**config.mk**
```make
export PLATFORM = sky130hd
export DESIGN_NAME = dual_serial_ctrl_host_port
export DESIGN_NICKNAME = d
export VERILOG_FILES = /design/src/core/scc_port_pkg.sv /design/src/core/dual_serial_ctrl_host_port.sv
export SDC_FILE = /design/constraint.sdc
export NUM_CORES = 1
export LEC_CHECK = 0
export ABC_CLOCK_PERIOD_IN_PS = 2150
export CORE_UTILIZATION = 60
export CTS_CLUSTER_DIAMETER = 120
export DETAILED_ROUTE_END_ITERATION = 8
export DONT_BUFFER_PORTS = 1
export PLACE_DENSITY_LB_ADDON = 0.08
export SYNTH_ARGS = -nofsm -noshare
export SYNTH_HDL_FRONTEND = slang
export SYNTH_SLANG_ARGS = --single-unit
```
**constraint.sdc**
```tcl
create_clock -name i_ref_clk -period 2.15 [get_ports i_ref_clk]
set_clock_uncertainty 0.2 [all_clocks]
set_input_delay 0.43 -clock i_ref_clk [delete_from_list [all_inputs] [get_ports i_ref_clk]]
set_output_delay 0.43 -clock i_ref_clk [all_outputs]
set_load 0.02 [all_outputs]
```
**src/core/scc_port_pkg.sv**
```systemverilog
// constants for the dual serial controller host port
package scc_port_pkg;
	localparam int DATA_W = 8;
	localparam int N_CH = 2;
	localparam logic [7:0] VECTOR_RST = 8'h00;
	localparam logic [7:0] IE_RST = 8'h00;
	localparam logic SYNC_RST = 1'b1;
	// command codes written with data/command select low
	localparam logic [2:0] CMD_SEL_BIT = 3'h0;
	localparam logic [2:0] CMD_DTR_BIT = 3'h1;
	localparam logic [2:0] CMD_AUTO_BIT = 3'h2;
	localparam logic [2:0] CMD_CTS_IE_BIT = 3'h3;
	localparam logic [2:0] CMD_DCD_IE_BIT = 3'h4;
	localparam logic [2:0] CMD_DMA_BIT = 3'h5;
	localparam logic [2:0] CMD_TX_REQ_BIT = 3'h6;
	localparam logic [2:0] CMD_RST_IRQ_BIT = 3'h7;
	// status bit positions on a command read
	localparam logic [2:0] STAT_CTS_BIT = 3'h0;
	localparam logic [2:0] STAT_DCD_BIT = 3'h1;
	localparam logic [2:0] STAT_PEND_BIT = 3'h2;
	localparam logic [2:0] STAT_AUTO_BIT = 3'h3;
endpackage

```
**src/core/dual_serial_ctrl_host_port.sv**
```systemverilog
// host port: bus access, modem pins and interrupt daisy chain
// Operation
// channel select steers access to one channel
// accesses taken only with chip enable low
// data/command select: high data, low command
// drive data lines only during own reads
// auto-enable: low clear-to-send enables transmitter
// otherwise clear-to-send is readable input
// clear-to-send edges raise interrupt
// carrier detect auto-enables receiver, else input
// carrier detect edges raise interrupt
// terminal-ready output follows programmed bit
// terminal-ready also general output or request
// upstream drives enable-in high when idle
// enable-out high only when idle and enabled
// enable-out low blocks lower chain devices
// open-drain interrupt low while pending; code releases it from acknowledge until no channel is pending
// acknowledge with read and enable-in gives vector
// acknowledge sampled on clock rising edge
// read strobe enables drivers while selected
// data lines released when not selected
`timescale 1ns/1ps
module dual_serial_ctrl_host_port
	import scc_port_pkg::*;
(
	input wire logic i_ref_clk,
	input wire logic i_rst,
	input wire logic i_chip_en_n,
	input wire logic i_chan_sel,
	input wire logic i_data_cmd,
	input wire logic i_rd_n,
	input wire logic i_wr_n,
	input wire logic [DATA_W-1:0] i_host_data_bus,
	output logic [DATA_W-1:0] o_host_data_bus,
	output logic o_host_data_bus_oe_n,
	input wire logic i_irq_ack_n,
	input wire logic i_prio_chain_in,
	output logic o_prio_chain_out,
	output logic o_irq_n_oe_n,
	input wire logic i_clear_to_send_n_ch0,
	input wire logic i_clear_to_send_n_ch1,
	input wire logic i_carrier_detect_n_ch0,
	input wire logic i_carrier_detect_n_ch1,
	input wire logic [N_CH-1:0] i_dma_req,
	input wire logic [DATA_W-1:0] i_rx_data_ch0,
	input wire logic [DATA_W-1:0] i_rx_data_ch1,
	output logic [N_CH-1:0] o_tx_enable,
	output logic [N_CH-1:0] o_rx_enable,
	output logic [N_CH-1:0] o_wr_data_stb,
	output logic [DATA_W-1:0] o_wr_data,
	output logic [N_CH-1:0] o_rd_data_stb,
	output logic o_term_ready_req_n_ch0,
	output logic o_term_ready_req_n_ch1
);
	// ----------------------------------------
	// input synchronisers
	// ----------------------------------------
	localparam int NS = 9;
	logic [NS-1:0] raw_in, meta_ff, sync_ff;
	assign raw_in = {i_chip_en_n, i_chan_sel, i_data_cmd, i_rd_n, i_wr_n, i_irq_ack_n,
		i_prio_chain_in, i_clear_to_send_n_ch1, i_clear_to_send_n_ch0};
	logic [N_CH-1:0] dcd_meta_ff, dcd_ff;
	logic [DATA_W-1:0] data_meta_ff, data_ff;
	always_ff @(posedge i_ref_clk)
	begin
		if (i_rst)
		begin
			meta_ff <= '1;
			sync_ff <= '1;
			dcd_meta_ff <= '1;
			dcd_ff <= '1;
			data_meta_ff <= '0;
			data_ff <= '0;
		end
		else
		begin
			meta_ff <= raw_in;
			sync_ff <= meta_ff;
			dcd_meta_ff <= {i_carrier_detect_n_ch1, i_carrier_detect_n_ch0};
			dcd_ff <= dcd_meta_ff;
			data_meta_ff <= i_host_data_bus;
			data_ff <= data_meta_ff;
		end
	end
	logic ce_n, ch_sel, dc_sel, rd_n, wr_n, ack_n, chain_in;
	logic [N_CH-1:0] cts_n;
	assign {ce_n, ch_sel, dc_sel, rd_n, wr_n, ack_n, chain_in, cts_n} = sync_ff;

	// ----------------------------------------
	// access decode
	// ----------------------------------------
	logic wr_prev_ff, rd_prev_ff;
	always_ff @(posedge i_ref_clk)
	begin
		if (i_rst)
		begin
			wr_prev_ff <= 1'b1;
			rd_prev_ff <= 1'b1;
		end
		else
		begin
			wr_prev_ff <= wr_n;
			rd_prev_ff <= rd_n;
		end
	end
	logic wr_go, rd_go, ack_rd;
	assign wr_go = !ce_n && !wr_n && wr_prev_ff && ack_n;
	assign rd_go = !ce_n && !rd_n && rd_prev_ff && ack_n;
	assign ack_rd = !ack_n && !rd_n && chain_in;

	// ----------------------------------------
	// per-channel control, modem pins, events
	// ----------------------------------------
	logic [N_CH-1:0] dtr_ff, auto_ff, cts_ie_ff, dcd_ie_ff, dma_ff;
	logic [N_CH-1:0] cts_prev_ff, dcd_prev_ff, pend_ff, tx_en_ff, rx_en_ff, term_ff;
	logic [N_CH-1:0] wstb_ff, rstb_ff, cmd_hit, data_hit;
	genvar g;
	generate
		for (g = 0; g < N_CH; g++)
		begin : g_ch
			assign cmd_hit[g] = wr_go && !dc_sel && (ch_sel == 1'(g));
			assign data_hit[g] = wr_go && dc_sel && (ch_sel == 1'(g));
			always_ff @(posedge i_ref_clk)
			begin
				if (i_rst)
				begin
					dtr_ff[g] <= 1'b0;
					auto_ff[g] <= 1'b0;
					cts_ie_ff[g] <= 1'b0;
					dcd_ie_ff[g] <= 1'b0;
					dma_ff[g] <= 1'b0;
				end
				else if (cmd_hit[g] && data_ff[CMD_SEL_BIT])
				begin
					dtr_ff[g] <= data_ff[CMD_DTR_BIT];
					auto_ff[g] <= data_ff[CMD_AUTO_BIT];
					cts_ie_ff[g] <= data_ff[CMD_CTS_IE_BIT];
					dcd_ie_ff[g] <= data_ff[CMD_DCD_IE_BIT];
					dma_ff[g] <= data_ff[CMD_DMA_BIT];
				end
			end
			always_ff @(posedge i_ref_clk)
			begin
				if (i_rst)
				begin
					cts_prev_ff[g] <= 1'b1;
					dcd_prev_ff[g] <= 1'b1;
					pend_ff[g] <= 1'b0;
				end
				else
				begin
					cts_prev_ff[g] <= cts_n[g];
					dcd_prev_ff[g] <= dcd_ff[g];
					// set wins over clear
					if ((cts_ie_ff[g] && (cts_n[g] != cts_prev_ff[g]))
						|| (dcd_ie_ff[g] && (dcd_ff[g] != dcd_prev_ff[g])))
						pend_ff[g] <= 1'b1;
					else if (cmd_hit[g] && data_ff[CMD_RST_IRQ_BIT])
						pend_ff[g] <= 1'b0;
				end
			end
			always_ff @(posedge i_ref_clk)
			begin
				if (i_rst)
				begin
					tx_en_ff[g] <= 1'b0;
					rx_en_ff[g] <= 1'b0;
					term_ff[g] <= 1'b1;
					wstb_ff[g] <= 1'b0;
					rstb_ff[g] <= 1'b0;
				end
				else
				begin
					tx_en_ff[g] <= auto_ff[g] ? !cts_n[g] : 1'b1;
					rx_en_ff[g] <= auto_ff[g] ? !dcd_ff[g] : 1'b1;
					term_ff[g] <= dma_ff[g] ? !i_dma_req[g] : !dtr_ff[g];
					wstb_ff[g] <= data_hit[g];
					rstb_ff[g] <= rd_go && dc_sel && (ch_sel == 1'(g));
				end
			end
		end
	endgenerate
	assign o_tx_enable = tx_en_ff;
	assign o_rx_enable = rx_en_ff;
	assign {o_term_ready_req_n_ch1, o_term_ready_req_n_ch0} = term_ff;
	assign o_wr_data_stb = wstb_ff;
	assign o_rd_data_stb = rstb_ff;

	// ----------------------------------------
	// write data, read data and bus drive
	// ----------------------------------------
	logic [DATA_W-1:0] wdata_ff, rdata_ff, vector_ff, nxt_rdata;
	logic oe_n_ff;
	always_comb
	begin
		logic [DATA_W-1:0] st;
		st = '0;
		st[STAT_CTS_BIT] = cts_n[ch_sel];
		st[STAT_DCD_BIT] = dcd_ff[ch_sel];
		st[STAT_PEND_BIT] = pend_ff[ch_sel];
		st[STAT_AUTO_BIT] = auto_ff[ch_sel];
		if (ack_rd)
			nxt_rdata = vector_ff;
		else if (dc_sel)
			nxt_rdata = ch_sel ? i_rx_data_ch1 : i_rx_data_ch0;
		else
			nxt_rdata = st;
	end
	always_ff @(posedge i_ref_clk)
	begin
		if (i_rst)
		begin
			wdata_ff <= '0;
			vector_ff <= VECTOR_RST;
		end
		else
		begin
			if (|data_hit)
				wdata_ff <= data_ff;
			if (wr_go && !dc_sel && !data_ff[CMD_SEL_BIT] && data_ff[CMD_TX_REQ_BIT])
				vector_ff <= {data_ff[DATA_W-1:1], 1'b0};
		end
	end
	assign o_wr_data = wdata_ff;
	logic any_pend;
	assign any_pend = |pend_ff;
	always_ff @(posedge i_ref_clk)
	begin
		if (i_rst)
		begin
			rdata_ff <= '0;
			oe_n_ff <= 1'b1;
		end
		else
		begin
			rdata_ff <= nxt_rdata;
			oe_n_ff <= !(ack_rd || (!ce_n && !rd_n && ack_n));
		end
	end
	assign o_host_data_bus = rdata_ff;
	assign o_host_data_bus_oe_n = oe_n_ff;

	// ----------------------------------------
	// interrupt request and daisy chain
	// ----------------------------------------
	logic irq_oe_n_ff, chain_out_ff, in_service_ff;
	always_ff @(posedge i_ref_clk)
	begin
		if (i_rst)
		begin
			in_service_ff <= 1'b0;
			irq_oe_n_ff <= 1'b1;
			chain_out_ff <= 1'b0;
		end
		else
		begin
			if (ack_rd && any_pend)
				in_service_ff <= 1'b1;
			else if (!any_pend)
				in_service_ff <= 1'b0;
			irq_oe_n_ff <= !(any_pend && !in_service_ff);
			chain_out_ff <= chain_in && !any_pend && !in_service_ff;
		end
	end
	assign o_irq_n_oe_n = irq_oe_n_ff;
	assign o_prio_chain_out = chain_out_ff;

	a_chain_blocks: assert property (@(posedge i_ref_clk) disable iff (i_rst)
		(any_pend || !chain_in) |=> !o_prio_chain_out)
		else $error("enable-out high while busy");
	a_irq_pending: assert property (@(posedge i_ref_clk) disable iff (i_rst)
		(!any_pend) |=> o_irq_n_oe_n)
		else $error("interrupt driven without pending");
	a_bus_release: assert property (@(posedge i_ref_clk) disable iff (i_rst)
		(ce_n && !ack_rd) |=> o_host_data_bus_oe_n)
		else $error("bus driven when unselected");
	a_read_drive: assert property (@(posedge i_ref_clk) disable iff (i_rst)
		(!ce_n && !rd_n && ack_n) |=> !o_host_data_bus_oe_n)
		else $error("read not driven");
	a_no_write_drive: assert property (@(posedge i_ref_clk) disable iff (i_rst)
		(rd_n && ack_n) |=> o_host_data_bus_oe_n)
		else $error("bus driven outside read");
	a_tx_auto: assert property (@(posedge i_ref_clk) disable iff (i_rst)
		(auto_ff[0] && cts_n[0]) |=> !o_tx_enable[0])
		else $error("tx enabled with cts high");
	a_term_follow: assert property (@(posedge i_ref_clk) disable iff (i_rst)
		(!dma_ff[1] && dtr_ff[1]) |=> !o_term_ready_req_n_ch1)
		else $error("terminal ready not following bit");
	a_cts_event: assert property (@(posedge i_ref_clk) disable iff (i_rst)
		(cts_ie_ff[0] && $changed(cts_n[0])) |=> pend_ff[0])
		else $error("cts edge lost");
	a_ack_vector: assert property (@(posedge i_ref_clk) disable iff (i_rst)
		ack_rd |=> (o_host_data_bus == $past(vector_ff)))
		else $error("vector not returned");
endmodule

```
# After elaboration in Yosys (flattened, before gate mapping)
# Cells that the tools add are included.
[totals] regBits=93 input_bits=39 wordCells=130 out_inout_bits=29
[op_classes] eq_ne=5 order_cmp=1 bitwise=1 mux=23 reduce_logical=58
[ops] operator="$logic_and 1x1->1" count=32
[ops] operator="$mux 8" count=3
[ops] operator="$mux 1" count=20
[ops] operator="$logic_not 1->1" count=18
[ops] operator="$reduce_or 2->1" count=3
[ops] operator="$ne 1x1->1" count=4
[ops] operator="$reduce_bool 2->1" count=2
[ops] operator="$logic_or 1x1->1" count=3
[ops] operator="$lt 1x2->1 const B" count=1
[ops] operator="$ne 2x1->1 const B" count=1
[ops] operator="$not 1->1" count=1

# Longest topological paths before layout
[depth] depth_word=9 ltp_mapped=5 mapped_depth_nobuf=3

# Least setup slack after synthesis
# No wires, ideal clock.
[synth_path] kind="input to register" startpoint="input i_rst" endpoint="register dtr_ff[0]" setup_slack_ps=619 n_path_buf=3 arrival_ps=1199 required_time_ps=1818 path_stages=4 setup_ps=132 path_cell_list="buf_2 -> clkbuf_1 -> clkbuf_1 -> a21oi_1"
[synth_rtl] element="start: declaration" line="dual_serial_ctrl_host_port.sv:27" source="input wire logic i_rst,"
[synth_rtl] element="end signal: indexed assignment" line="dual_serial_ctrl_host_port.sv:135" source="dtr_ff[g] <= data_ff[CMD_DTR_BIT];"
[synth_rtl] element="end: declaration" line="dual_serial_ctrl_host_port.sv:114" source="logic [N_CH-1:0] dtr_ff, auto_ff, cts_ie_ff, dcd_ie_ff, dma_ff;"
# No word-level cell between the ends.

# Final worst setup path
[layout_path] startpoint="register sync_ff[4]" endpoint="register vector_ff[5]"
[layout_via] elab_chain_cells=7
[layout_rtl] element="start: declaration" line="dual_serial_ctrl_host_port.sv:59" source="logic [NS-1:0] raw_in, meta_ff, sync_ff;"
[layout_rtl] element="start signal: assignment" line="dual_serial_ctrl_host_port.sv:78" source="sync_ff <= meta_ff;"
[layout_rtl] element="$logic_not 1->1" line="dual_serial_ctrl_host_port.sv:107" source="assign wr_go = !ce_n && !wr_n && wr_prev_ff && ack_n;"
[layout_rtl] element="$logic_and 1x1->1 (3 in a row)" line="dual_serial_ctrl_host_port.sv:107"
[layout_rtl] element="$logic_and 1x1->1 (3 in a row)" line="dual_serial_ctrl_host_port.sv:220" source="if (wr_go && !dc_sel && !data_ff[CMD_SEL_BIT] && data_ff[CMD_TX_REQ_BIT])"
[layout_rtl] element="end signal: assignment" line="dual_serial_ctrl_host_port.sv:221" source="vector_ff <= {data_ff[DATA_W-1:1], 1'b0};"
[layout_rtl] element="end: declaration" line="dual_serial_ctrl_host_port.sv:192" source="logic [DATA_W-1:0] wdata_ff, rdata_ff, vector_ff, nxt_rdata;"
# Every way passes these cells.
# A chain may end at the register's enable or synchronous reset.

==> metrics.md <==
| Metric | Value |
|---|---|
| Die footprint | 5680 sq um |
| Via density per instance | 5.51 |
| Antenna Cells | 0 |
| Core ar. | roughly 5100 sq um |
| Worst r2r src | sync_ff[4]$_SDFF_PP1_ |
| Average instance area after synthesis | roughly 10 sq um |
| Port Buf Inserts | 0 |
| Largest net degree at the start of global routing | between 80 and 90 |
| Pleak | 0.00130 uW |
| WL final | 6.17 mm |
| FF/Latch Area | ~1900 sq um |
| Worst min-delay path startpoint | i_rst |
| Final worst-path cycle share | 0.951 |
| First-pass DRT Iterations | 4 |
| Max VDD drop | around 0.56 mV |
| Gr usage total | 0.233 |
| First-pass GRT wire length | around 9.4 mm |
| Worst endpoint data arrival time | around 2100 ps |
| Initial antenna violation count | 0 |
| Clk pwr share | 0.323 |
| Final Wtd Congestion | approximately 0.74 |
| Syn nets | ~350 |
| Power per cell area | 804 nW/um^2 |
| FMAX | about 490 MHz |
| H-tree depth | 3 |
| Layout cells sized above 1 | 0.198 |
| Fillers | between 400 and 500 |
| R2R depth | 5 |
| Grt ovf | 0 |
| Iter 0 DRT Violations | about 140 |
| Die H | between 70 and 80 microns |
| Power share of the sequential group | 0.629 |
| Worst-skew pair later-pin latency | ~340 ps |
| Final ANT Viol Nets | 0 |
| Final nets | roughly 360 |
| DIE WIDTH | 75.4 microns |
| Sequential area share after synthesis | 0.576 |
| Slowest cell delay on critical path | ~550 ps |
| DRC | 0 |
| Root Driver | clkbuf_8 |
| CTS clk-pin slew, worst paths | approximately 80 ps |
| Hpwl dp | 3.75 mm |
| Setup ws final | around 110 ps |
| Initial core utilization | 0.629 |
| Max-capacitance violation count | 0 |
| Hold Crit Depth | 2 |
| Comb pwr share | 0.048 |
| Crit Path Class | reg -> reg |
| P_int | 2260 uW |
| CTS sink cnt | slightly above 90 |
| Cells after DPL | ~360 |
| Rel. slew slack | 0.731 |
| Post-synth EDFFs | 0 |
| Num ports | 68 |
| DR WL/cell | 15.5 microns |
| Cell Rows | 26 |
| RSZ-0062 raised after global routing | no |
| CP max stage cell | dlygate4sd3_1 |
| Synth Cell Area | 3230 sq um |
| CP Launch Type | register |
| Sw Share | 0.223 |
| Syn Inst Count | between 300 and 400 |
| Yosys reg bits | 93 |
| Vias in the first global route | 1920 |
| Fin. Hold Viols | 0 |
| Worst-path maximum fanout | 28 |
| Vias | ~2.2k |
| Type of the worst min-delay path | in -> reg |
| Req. time, crit path | about 2200 ps |
| Area growth, synth to finish | 11.9% |
| Worst path cell trace | or3b_1 > buf_4 > o21ai_1 > a21oi_1 > dlygate4sd3_1 |
| Final min period | slightly above 2000 ps |
| Switch Pwr | 648 uW |
| Hold Slack | 16.7 ps |
| Post-synth top flop | dfxtp_1 |
| Non-filler instance count after layout | 398 |
| Multi-input logic area | about 1200 sq um |
| Synth warn | 0 |
| Power consumption | 2910 uW |
| Clock buffer count from CTS | 9 |
| Fin Setup TNS | 0 ps |
| Final Max Slew Viols | 0 |
| # setup viols final | 0 |
| Async set-or-reset flop fraction in the synthesized netlist | 0 |
| CTS tree | built |
| Yosys cell types | 36 |
| Status | finished, final reports clean |
| Clk buf depth | 2 |
| Setup WS pre-CTS | 341 ps |
| Setup crit start | sync_ff[4]$_SDFF_PP1_ |
| Worst setup EP type | register |
| Slew @ Worst Pin | 402 ps |
## timing repair
| item | in CTS | in global routing |
|---|---|---|
| setup buffers | 0 | 0 |
| gates resized for setup | 0 | 3 |
| hold endpoints to repair | 90 | 0 |
| endpoints found under the setup margin | 0 | 6 |
| hold buffers | 22 | 0 |
## cell usage in the layout, fill, tap and decap left out, types with 2 or more instances in the layout
cell type      instances
nor2b_1               16
nand3_1               29
nor3b_2                2
or2_2                 30
o21ai_0               13
o21ai_1               14
clkinv_2               3
nor3b_1                2
clkbuf_8               9
dlygate4sd3_1         21
dfxtp_1               90
mux4_2                 4
clkbuf_1               2
a22oi_1                2
dfxtp_2                3
a21oi_1               38
buf_4                  5
nand2_1               11
mux2i_1                2
nand4bb_1              2
nor3_1                 2
mux2_2                 4
nor2_1                 6
nand4b_1               2
xor2_1                 4
## Yosys cell counts (2+ instances only)
cell type	instances	share of area
mux4_2	4	0.028
clkbuf_1	9	0.010
nor3b_1	2	0.0046
mux2_2	4	0.014
o21ai_1	14	0.022
nand2_1	11	0.013
dfxtp_1	93	0.58
mux2i_1	2	0.0062
buf_4	2	0.0046
a21oi_1	38	0.059
a22oi_1	2	0.0046
or2_2	30	0.058
nor3_1	2	0.0031
o21ai_0	13	0.020
nor2_1	6	0.0070
nand4bb_1	2	0.0070
xor2_1	4	0.011
buf_2	8	0.012
nand4b_1	2	0.0054
nor2b_1	16	0.031
buf_6	2	0.0070
nor3b_2	2	0.0077
nand3_1	29	0.045
## metrics by stage
step                utilization  cell area [sq um]
floorplan                     -               3230
global placement          0.628               3230
detailed placement        0.628               3230
CTS                       0.702               3610
global route              0.703               3610
finish                    0.703               3610
## routing by layer
metal / up-vias / wire (microns) / track usage / share of wire
met5: - / 0 / 0 / 0
met1: 1017 / 2640 / 0.298 / 0.43
met3: 17 / 392 / 0.0714 / 0.064
met2: 64 / 2950 / 0.353 / 0.48
li1: 1096 / - / - / -
met4: 0 / 185 / 0.132 / 0.030
## path summary, 6_finish.rpt
kind	end	slack, ps
max	vector_ff[5]$_SDFFE_PP0P_	110
min	o_irq_n_oe_n$_SDFF_PP1_	20
max reg2reg	vector_ff[5]$_SDFFE_PP0P_	110
min reg2reg	sync_ff[8]$_SDFF_PP1_	210
## worst max-delay path, delay by kind of cell (launching register included)
family                 cells  cell delay [ps]
buffers and inverters      2              780
DFF                        1              330
and+or+nand+nor            1              360
AOI/OAI and AO/OA          2              250
## area by class of cell
| class | count | share of cell area |
|---|---|---|
| Clock buffer | 11 | 0.0364 |
| Clock inverter | 3 | 0.00416 |
| Multi-Input combinational cell | 194 | 0.343 |
| Sequential cell | 93 | 0.516 |
| Tap cell | 70 | 0.0242 |
| Timing Repair Buffer | 27 | 0.0762 |
## power by group through the flow
| stage | Clock, uW | Combinational (uW) | Sequential [uW] |
|---|---|---|---|
| 5_1_grt | 1030 | 152 | 1840 |
| 2_1_floorplan | 0 | 107 | 1850 |
| 3_5_place_dp | 0 | 89.5 | 1870 |
| 4_1_cts | 958 | 139 | 1830 |
| 3_3_place_gp | 0 | 87.5 | 1870 |
| 6_report | 938 | 139 | 1830 |
## registers in the layout (all words and copies together) (netlist names), 7 cells and up
name,cells
data_ff,8
data_meta_ff,8
meta_ff,9
o_host_data_bus,8
o_wr_data,8
sync_ff,9
vector_ff,7
## kinds of logic (layout without fill, tap and decap cells)
group	count (synthesis)	in the layout	synth area share
multiplexers	10	10	0.0480
AO/OA/AOI/OAI	68	68	0.108
buffers and inverters	23	41	0.0403
XOR/XNOR	4	4	0.0108
flip-flops	93	93	0.576
AND/OR/NAND/NOR	112	112	0.216
Power figures use the tool's default switching activity.
